<file path="config.mk">
export PLATFORM = sky130hd
export DESIGN_NAME = ana_regs
export DESIGN_NICKNAME = d
export VERILOG_FILES = /design/src/inc/ana_pkg.sv /design/src/inc/ana_page_if.sv /design/src/logic/ana_page_rx.sv /design/src/logic/ana_regs.sv
export SDC_FILE = /design/constraint.sdc
export NUM_CORES = 1
export LEC_CHECK = 0
export ABC_AREA = 1
export BUFFER_PORTS_ARGS = -buffer_cell sky130_fd_sc_hd__buf_2
export CAP_MARGIN = 30
export CORE_ASPECT_RATIO = 1.75
export CORE_MARGIN = 2
export CORE_UTILIZATION = 54
export CTS_BUF_LIST = sky130_fd_sc_hd__clkbuf_4 sky130_fd_sc_hd__clkbuf_8
export DETAILED_ROUTE_END_ITERATION = 12
export GPL_ROUTABILITY_DRIVEN = 1
export HOLD_SLACK_MARGIN = 0.05
export PLACE_DENSITY = 0.87
export SLEW_MARGIN = 0
export SYNTH_ARGS = -nofsm -noshare
export SYNTH_HDL_FRONTEND = slang
export SYNTH_SLANG_ARGS = --single-unit
</file>
<file path="constraint.sdc">
create_clock -name clk_sys_in -period 1.35 [get_ports clk_sys_in]
set_input_delay 0.0675 -clock clk_sys_in [delete_from_list [all_inputs] [get_ports clk_sys_in]]
set_output_delay 0.0675 -clock clk_sys_in [all_outputs]
set_load 0.1 [all_outputs]
</file>
<file path="src/inc/ana_pkg.sv">
// Constants, field positions and types for the auto-negotiation ability bank.
package ana_pkg;
	// Management port and field widths.
	localparam int ADDR_W = 5;
	localparam int DATA_W = 16;
	localparam int TECH_W = 8;
	localparam int SEL_W = 5;

	// Register offsets.
	localparam logic [ADDR_W-1:0] ADDR_ADVERT = 5'h04;
	localparam logic [ADDR_W-1:0] ADDR_PARTNER = 5'h05;
	localparam logic [ADDR_W-1:0] ADDR_STATUS = 5'h10;
	localparam logic [ADDR_W-1:0] ADDR_CONFIG = 5'h11;

	// Bit positions shared by the local and the partner ability words.
	localparam int BIT_NP = 15;
	localparam int BIT_ACK = 14;
	localparam int BIT_RF = 13;
	localparam int TECH_HI = 12;
	localparam int TECH_LO = 5;
	localparam int SEL_HI = 4;
	localparam int SEL_LO = 0;

	// Writable technology bits: 10, 8, 7, 6 and 5; 12, 11 and 9 stay clear.
	localparam logic [TECH_W-1:0] TECH_WR_MASK = 8'h2F;

	// Reset values.
	localparam logic [SEL_W-1:0] SEL_RST = 5'h01;
	localparam logic [DATA_W-1:0] WORD_RST = 16'h0000;
	localparam logic [TECH_W-1:0] TECH_PRESET_0 = 8'h01;
	localparam logic [TECH_W-1:0] TECH_PRESET_1 = 8'h02;
	localparam logic [TECH_W-1:0] TECH_PRESET_2 = 8'h0C;
	localparam logic [TECH_W-1:0] TECH_PRESET_3 = 8'h0F;

	// Status register bit positions.
	localparam int STAT_PART_AN = 0;
	localparam int STAT_PAGE_RX = 1;
	localparam int STAT_BASE_DONE = 2;
	localparam int STAT_RF = 3;

	// Configuration register bit positions and reset value.
	localparam int CFG_LEGACY = 0;
	localparam int CFG_AN_EN = 1;
	localparam logic [1:0] CFG_RST = 2'h2;

	// Page sequencing state.
	typedef enum logic [1:0] {
		ANA_PG_BASE = 2'b01,
		ANA_PG_NEXT = 2'b10
	} ana_pg_state_t;
endpackage : ana_pkg

</file>
<file path="src/inc/ana_page_if.sv">
// Interface carrying received pages between the register bank and the page sequencer.
`timescale 1ns/1ps
interface ana_page_if;
	logic [15:0] page_word;
	logic page_valid;
	logic page_ok;
	logic neg_restart;
	logic page_accept;
	logic page_is_base;
	logic [15:0] next_word;

	// The register bank presents pages and reads back the sequencing result.
	modport core (
		output page_word, page_valid, page_ok, neg_restart,
		input page_accept, page_is_base, next_word
	);

	// The sequencer classifies pages as base or next page.
	modport rx (
		input page_word, page_valid, page_ok, neg_restart,
		output page_accept, page_is_base, next_word
	);
endinterface : ana_page_if

</file>
<file path="src/logic/ana_page_rx.sv">
// Page sequencer: accepts checked pages and tells base page from next pages.
`timescale 1ns/1ps
module ana_page_rx (
	input wire logic clk_sys_in,
	input wire logic rst_in,
	ana_page_if.rx pg
);
	import ana_pkg::*;

	ana_pg_state_t state;
	ana_pg_state_t next_state;

	// A page counts only once its integrity check has passed.
	assign pg.page_accept = pg.page_valid & pg.page_ok;
	assign pg.page_is_base = (state == ANA_PG_BASE);

	// First accepted page is the base page, all later ones are next pages.
	always_comb begin
		next_state = state;
		case (state)
			ANA_PG_BASE: begin
				if (pg.page_accept) begin
					next_state = ANA_PG_NEXT;
				end
			end
			ANA_PG_NEXT: begin
				next_state = ANA_PG_NEXT;
			end
			default: begin
				next_state = ANA_PG_BASE;
			end
		endcase
		if (pg.neg_restart) begin
			next_state = ANA_PG_BASE;
		end
	end

	// State register; a restart begins a new negotiation.
	always_ff @(posedge clk_sys_in) begin
		if (rst_in) begin
			state <= ANA_PG_BASE;
		end else begin
			state <= next_state;
		end
	end

	// Holds the most recent next page for software.
	always_ff @(posedge clk_sys_in) begin
		if (rst_in || pg.neg_restart) begin
			pg.next_word <= WORD_RST;
		end else if (pg.page_accept && state == ANA_PG_NEXT) begin
			pg.next_word <= pg.page_word;
		end
	end
endmodule : ana_page_rx

</file>
<file path="src/logic/ana_regs.sv">
// Auto-negotiation advertisement and partner ability register bank.
// Summary of operation
// - Next-page advert bit 15 writable, resets 0, enables next-page exchange.
// - Legacy compatibility mode disables next-page bit and ignores writes to it.
// - Acknowledge bit 14 set by device on consistent partner data; resets 0.
// - Remote-fault bit 13 writable, resets 0, advertised to partner.
// - Technology bits 10 and 8:5 writable, reset from preset pins, advertised.
// - Technology bit map: 10 pause, 9 T4, 8/7 TX FD/HD, 6/5 10T.
// - 100BASE-T4 bit 9 cannot be set and stays clear.
// - Selector bits 4:0 writable, reset to 00001 for 802.3.
// - Partner word bit 15 shows partner next-page ability; resets 0.
// - Partner word bit 14 shows partner acknowledge; resets 0.
// - Partner remote fault with negotiation enabled sets remote-fault status.
// - Partner technology bits 12:5 read-only, same map, reset zero.
// - Partner selector bits 4:0 read-only, reset zero.
// - Page-received flag rises when a checked page has arrived.
// - First page is base page, later pages are next pages.
// - Page-received flag clears itself without a software write.
// - Partner-capable flag set when partner negotiation ability is seen.
`timescale 1ns/1ps
module ana_regs (
	input wire logic clk_sys_in,
	input wire logic rst_in,
	input wire logic [ana_pkg::ADDR_W-1:0] reg_addr_in,
	input wire logic [ana_pkg::DATA_W-1:0] reg_wdata_in,
	input wire logic reg_wr_in,
	input wire logic reg_rd_in,
	output logic [ana_pkg::DATA_W-1:0] reg_rdata_out,
	input wire logic [1:0] advert_preset_pins_in,
	input wire logic [ana_pkg::DATA_W-1:0] rx_page_in,
	input wire logic rx_page_valid_in,
	input wire logic rx_page_ok_in,
	input wire logic rx_consistent_in,
	input wire logic partner_an_detect_in,
	input wire logic neg_restart_in,
	output logic [ana_pkg::DATA_W-1:0] tx_advert_out,
	output logic [ana_pkg::DATA_W-1:0] next_page_rx_out,
	output logic page_received_out,
	output logic partner_an_able_out,
	output logic remote_fault_status_out
);
	import ana_pkg::*;

	// Local advertisement fields.
	logic adv_np;
	logic adv_ack;
	logic adv_rf;
	logic [TECH_W-1:0] adv_tech;
	logic [SEL_W-1:0] adv_sel;

	// Captured partner base page, flags and configuration.
	logic [DATA_W-1:0] partner_word;
	logic page_rx;
	logic partner_an;
	logic base_done;
	logic cfg_legacy;
	logic cfg_an_en;

	// Decoded strobes and composed views.
	logic wr_advert;
	logic wr_config;
	logic rd_status;
	logic [DATA_W-1:0] advert_view;
	logic [DATA_W-1:0] status_view;
	logic [DATA_W-1:0] config_view;
	logic [DATA_W-1:0] next_rdata;
	logic [TECH_W-1:0] tech_preset;
	logic rf_status;

	ana_page_if pg ();

	ana_page_rx u_page_rx (
		.clk_sys_in(clk_sys_in),
		.rst_in(rst_in),
		.pg(pg)
	);

	// Received pages pass to the sequencer untouched.
	assign pg.page_word = rx_page_in;
	assign pg.page_valid = rx_page_valid_in;
	assign pg.page_ok = rx_page_ok_in;
	assign pg.neg_restart = neg_restart_in;

	// Write strobe decode for the writable registers.
	always_comb begin
		wr_advert = 1'b0;
		wr_config = 1'b0;
		if (reg_wr_in && reg_addr_in == ADDR_ADVERT) begin
			wr_advert = 1'b1;
		end else if (reg_wr_in && reg_addr_in == ADDR_CONFIG) begin
			wr_config = 1'b1;
		end
	end

	assign rd_status = reg_rd_in && (reg_addr_in == ADDR_STATUS);

	// Technology preset chosen by the strap pins.
	always_comb begin
		case (advert_preset_pins_in)
			2'b00: tech_preset = TECH_PRESET_0;
			2'b01: tech_preset = TECH_PRESET_1;
			2'b10: tech_preset = TECH_PRESET_2;
			default: tech_preset = TECH_PRESET_3;
		endcase
	end

	// Configuration: legacy compatibility mode and negotiation enable.
	always_ff @(posedge clk_sys_in) begin
		if (rst_in) begin
			cfg_legacy <= CFG_RST[CFG_LEGACY];
			cfg_an_en <= CFG_RST[CFG_AN_EN];
		end else if (wr_config) begin
			cfg_legacy <= reg_wdata_in[CFG_LEGACY];
			cfg_an_en <= reg_wdata_in[CFG_AN_EN];
		end
	end

	// Next-page enable; frozen while legacy mode is on.
	always_ff @(posedge clk_sys_in) begin
		if (rst_in) begin
			adv_np <= 1'b0;
		end else if (wr_advert && !cfg_legacy) begin
			adv_np <= reg_wdata_in[BIT_NP];
		end
	end

	// Acknowledge follows consistent reception within one negotiation.
	always_ff @(posedge clk_sys_in) begin
		if (rst_in) begin
			adv_ack <= 1'b0;
		end else if (rx_consistent_in) begin
			adv_ack <= 1'b1;
		end else if (neg_restart_in) begin
			adv_ack <= 1'b0;
		end
	end

	// Remote fault, technology field and selector written by software.
	always_ff @(posedge clk_sys_in) begin
		if (rst_in) begin
			adv_rf <= 1'b0;
			adv_tech <= tech_preset & TECH_WR_MASK;
			adv_sel <= SEL_RST;
		end else if (wr_advert) begin
			adv_rf <= reg_wdata_in[BIT_RF];
			// Bits 12, 11 and 9 are masked so they never set.
			adv_tech <= reg_wdata_in[TECH_HI:TECH_LO] & TECH_WR_MASK;
			adv_sel <= reg_wdata_in[SEL_HI:SEL_LO];
		end
	end

	// The word the device sends; next page is suppressed in legacy mode.
	always_comb begin
		advert_view = WORD_RST;
		advert_view[BIT_NP] = adv_np & ~cfg_legacy;
		advert_view[BIT_ACK] = adv_ack;
		advert_view[BIT_RF] = adv_rf;
		advert_view[TECH_HI:TECH_LO] = adv_tech;
		advert_view[SEL_HI:SEL_LO] = adv_sel;
	end

	// Advertised page register toward the negotiation logic.
	always_ff @(posedge clk_sys_in) begin
		if (rst_in) begin
			tx_advert_out <= WORD_RST;
		end else begin
			tx_advert_out <= advert_view;
		end
	end

	// Partner ability word is loaded only from a checked base page.
	always_ff @(posedge clk_sys_in) begin
		if (rst_in) begin
			partner_word <= WORD_RST;
		end else if (pg.page_accept && pg.page_is_base) begin
			partner_word <= rx_page_in;
		end
	end

	// Remembers that the base page of this negotiation has arrived.
	always_ff @(posedge clk_sys_in) begin
		if (rst_in) begin
			base_done <= 1'b0;
		end else if (pg.page_accept && pg.page_is_base) begin
			base_done <= 1'b1;
		end else if (neg_restart_in) begin
			base_done <= 1'b0;
		end
	end

	// Page-received flag: a new page wins over the clear on status read.
	always_ff @(posedge clk_sys_in) begin
		if (rst_in) begin
			page_rx <= 1'b0;
		end else if (pg.page_accept) begin
			page_rx <= 1'b1;
		end else if (rd_status) begin
			page_rx <= 1'b0;
		end
	end

	// Partner negotiation capability; detection wins over a restart.
	always_ff @(posedge clk_sys_in) begin
		if (rst_in) begin
			partner_an <= 1'b0;
		end else if (partner_an_detect_in) begin
			partner_an <= 1'b1;
		end else if (neg_restart_in) begin
			partner_an <= 1'b0;
		end
	end

	// Far-end fault is reported only while negotiation is enabled.
	assign rf_status = partner_word[BIT_RF] & cfg_an_en;

	always_ff @(posedge clk_sys_in) begin
		if (rst_in) begin
			remote_fault_status_out <= 1'b0;
		end else begin
			remote_fault_status_out <= rf_status;
		end
	end

	// Status and configuration views.
	always_comb begin
		status_view = WORD_RST;
		status_view[STAT_PART_AN] = partner_an;
		status_view[STAT_PAGE_RX] = page_rx;
		status_view[STAT_BASE_DONE] = base_done;
		status_view[STAT_RF] = rf_status;
		config_view = WORD_RST;
		config_view[CFG_LEGACY] = cfg_legacy;
		config_view[CFG_AN_EN] = cfg_an_en;
	end

	// Read mux; unmapped addresses return zero.
	always_comb begin
		if (reg_addr_in == ADDR_ADVERT) begin
			next_rdata = advert_view;
		end else if (reg_addr_in == ADDR_PARTNER) begin
			next_rdata = partner_word;
		end else if (reg_addr_in == ADDR_STATUS) begin
			next_rdata = status_view;
		end else if (reg_addr_in == ADDR_CONFIG) begin
			next_rdata = config_view;
		end else begin
			next_rdata = WORD_RST;
		end
	end

	// Read data stands only in the cycle after the read strobe.
	always_ff @(posedge clk_sys_in) begin
		if (rst_in) begin
			reg_rdata_out <= WORD_RST;
		end else if (reg_rd_in) begin
			reg_rdata_out <= next_rdata;
		end else begin
			reg_rdata_out <= WORD_RST;
		end
	end

	// Flag and next-page outputs.
	always_ff @(posedge clk_sys_in) begin
		if (rst_in) begin
			page_received_out <= 1'b0;
			partner_an_able_out <= 1'b0;
			next_page_rx_out <= WORD_RST;
		end else begin
			page_received_out <= page_rx;
			partner_an_able_out <= partner_an;
			next_page_rx_out <= pg.next_word;
		end
	end
endmodule : ana_regs

</file>
==> impl_results.md <==
* First-pass GRT wire length at 13,400 µm
* Clk_lat worst skew at 370 ps
* Mapped Avg Cell Area at 8.69 µm²
* Depth of the CTS H-tree at 3
* Global route overflow at 0
* Distinct cells, synth at 30
* Cell Chain, Critical Path: dlygate4sd3_1, buf_2, nand2_1, nand2_1, dlygate4sd3_1
* Clock Path Buffers at 2
* Final period util at 0.952
* # setup viols final at 0
* Die area at 0.00736 mm²
* Final Max Slew Viols at 0
* Cell count after synthesis at 414
* Worst Setup End Kind: flop
* Data arrival, critical path at 1420 ps
* Leakage at 2.13 nW
* Largest area contributor in the netlist: dfxtp_1
* Initial antenna violation count at 0
* Non-filler cells, final at 633
* Cell Area, Synth at 0.00360 mm²
* Flop and latch count out of synthesis at 100
* Clock Tree Root: clkbuf_8
* Post-DP HPWL at 5730 µm
* R2R setup slack at 100 ps
* # port buffers at 91
* Die height at 112 µm
* Post-synth top cells: 95 x dfxtp_1, 71 x nand2_1, 53 x nor2_1, 47 x inv_1, 32 x a21oi_1
* F_max at 0.778 GHz
* Pwr Total at 5.60 mW
* Setup CP Type: in -> reg
* Slowest cell on crit path: dlygate4sd3_1
* DR vias/cell at 4.99
* Ant diodes at 0
* Dpl cells at 580
* Critical-path maximum fanout at 1
* Post-synthesis sequential area ratio at 0.570
* Detail Route Antenna Nets at 0
* Synth top area share at 0.529
* YS warnings at 0
* Avg WL per Cell at 13.4 µm
* Top Ports at 99
* Peak VDD IR at 820 µV
* Tot GR Track Use at 0.239
* Share of cells above drive strength 1 at 0.274
* Drt total wl at 8470 µm
* Async set or reset register ratio after synthesis at 0
* Die W at 65.7 µm
* Setup Skew at 6.50 ps
* DRT Pass-1 Iters at 5
* Power Density at 1190 mW/mm²
* Number of nets in the layout at 598
* Count leader, synth: dfxtp_1
* Largest net degree at the start of global routing at 46
* Status: completed
* Max cap viols at 0
* CTS tree: built
* Fin Setup TNS at 0 ps
* Vias after detailed routing at 3,157
* Cts bufs inserted at 9
* Post-synth EDFFs at 5
* Placer Congestion at 0.894
* Synth top area cells: dfxtp_1 53%, nand2_1 7.4%, nor2_1 5.5%
* Period minus WS final at 1280 ps
* Hold Fails Final Rpt at 0
* WP data required at 1480 ps
* Largest stage delay on the critical path at 560 ps
* Buffers & Inverters on Critical Path at 3
* Core area at 0.00649 mm²
* Vias in the first global route at 3,031
* Synth-to-Final Area Change at 31.3%
* Crit path launch type: primary input
* Clock-pin slew on the worst setup and hold paths at 90 ps
* Most common flop cell mapped by yosys: dfxtp_1
* Initial detailed-routing violation count at 167
* Residual DRC at 0
* CP top delay family: buffers and inverters
* # rows at 39
* RSZ-0062 raised after global routing: no
* Clock Sinks at 100
* Hold Crit Class: in -> reg
* Initial core utilization at 0.554
final cells by class:
class                   instances  area (µm²)
clock inverters                 6        55.1
well taps                      82         103
clock buffers                  10         131
multi-input cells             244        1250
fillers                       450        1770
repair buffers                139         931
inverters                      52         198
flip-flops and latches        100        2050
where the power goes:
part           internal [mW]  leakage, nW  switching [mW]
Combinational          0.232         1.22           0.473
Clock                  0.858       0.0945           0.948
Sequential              3.06        0.820          0.0331
Total                   4.14         2.13            1.45
state kept, by name, indices dropped and copies added (netlist names), 2 cells and up:
signal	count
next_page_rx_out	16
partner_word	16
reg_rdata_out	16
u_page_rx.pg.next_word	16
tx_advert_out	13
adv_sel	5
adv_tech	5
u_page_rx.state	2
kinds of logic (layout without fill, tap and decap cells):
group | Yosys count | after routing | share of synthesized area
other | 1 | 3 | 0.00104
buffers and inverters | 72 | 207 | 0.0834
DFF | 100 | 100 | 0.570
AOI/OAI and AO/OA | 73 | 73 | 0.122
adders and majority gates | 4 | 4 | 0.0139
and+or+nand+nor | 164 | 164 | 0.210
worst register-to-register path: stages (launching register included):
cell and delay (ps):
dfxtp_2 350, inv_1 40, ha_1 200, nand2_1 90
inv_1 50, or2_2 280, o21ai_0 80, nand2_1 70
layer usage:
layer  wire, µm  vias up  GRT usage
li1           -     1571          -
met1       3150     1431      0.247
met2       4640      136      0.440
met3        421       19     0.0414
met4        263        0      0.121
met5          0        -          0
repair_timing:
item                                    4_1_cts  5_1_grt
hold buffers                                 36        0
endpoints found under the setup margin        0        1
resized for setup                             0        1
setup buffers                                 0        1
hold endpoints to repair                     56        0
cell usage in the layout (no fill, tap or decap), types with 10 or more instances in the layout:
| master | Yosys | routed |
|---|---|---|
| o21ai_0 | 29 | 29 |
| inv_1 | 47 | 47 |
| dlygate4sd3_1 | 0 | 36 |
| nand3_1 | 17 | 17 |
| buf_2 | 6 | 91 |
| buf_4 | 3 | 10 |
| a21oi_1 | 32 | 32 |
| dfxtp_1 | 95 | 94 |
| nand2_1 | 71 | 71 |
| nor2_1 | 53 | 53 |
stage by stage:
| stage | utilization | worst slack, ps | area [µm²] | hold WS, ps |
|---|---|---|---|---|
| 2_1_floorplan | - | 142 | 3610 | 180 |
| 3_3_place_gp | 0.642 | 137 | 4170 | 278 |
| 3_5_place_dp | 0.642 | 92.9 | 4170 | 292 |
| 4_1_cts | 0.727 | 60.8 | 4720 | 78.7 |
| 5_1_grt | 0.728 | 7.11 | 4720 | 101 |
| 6_report | 0.728 | 65.5 | 4720 | 68.6 |
path summary, 6_finish.rpt:
check                                                       startpoint                                     end  cells past startpoint
worst max-delay path                                   reg_wdata_in[8]                   adv_tech[3]$_DFFE_PP_                      5
worst min-delay path                                            rst_in  u_page_rx.pg.next_word[0]$_SDFFE_PP0P_                      4
worst max register to register         u_page_rx.state[1]$_SDFFE_PP0P_         u_page_rx.state[0]$_SDFFE_PP1P_                      7
worst min register to register  u_page_rx.pg.next_word[4]$_SDFFE_PP0P_          next_page_rx_out[4]$_SDFF_PP0_                      2
No activity file was read; power rests on OpenSTA's default activity.
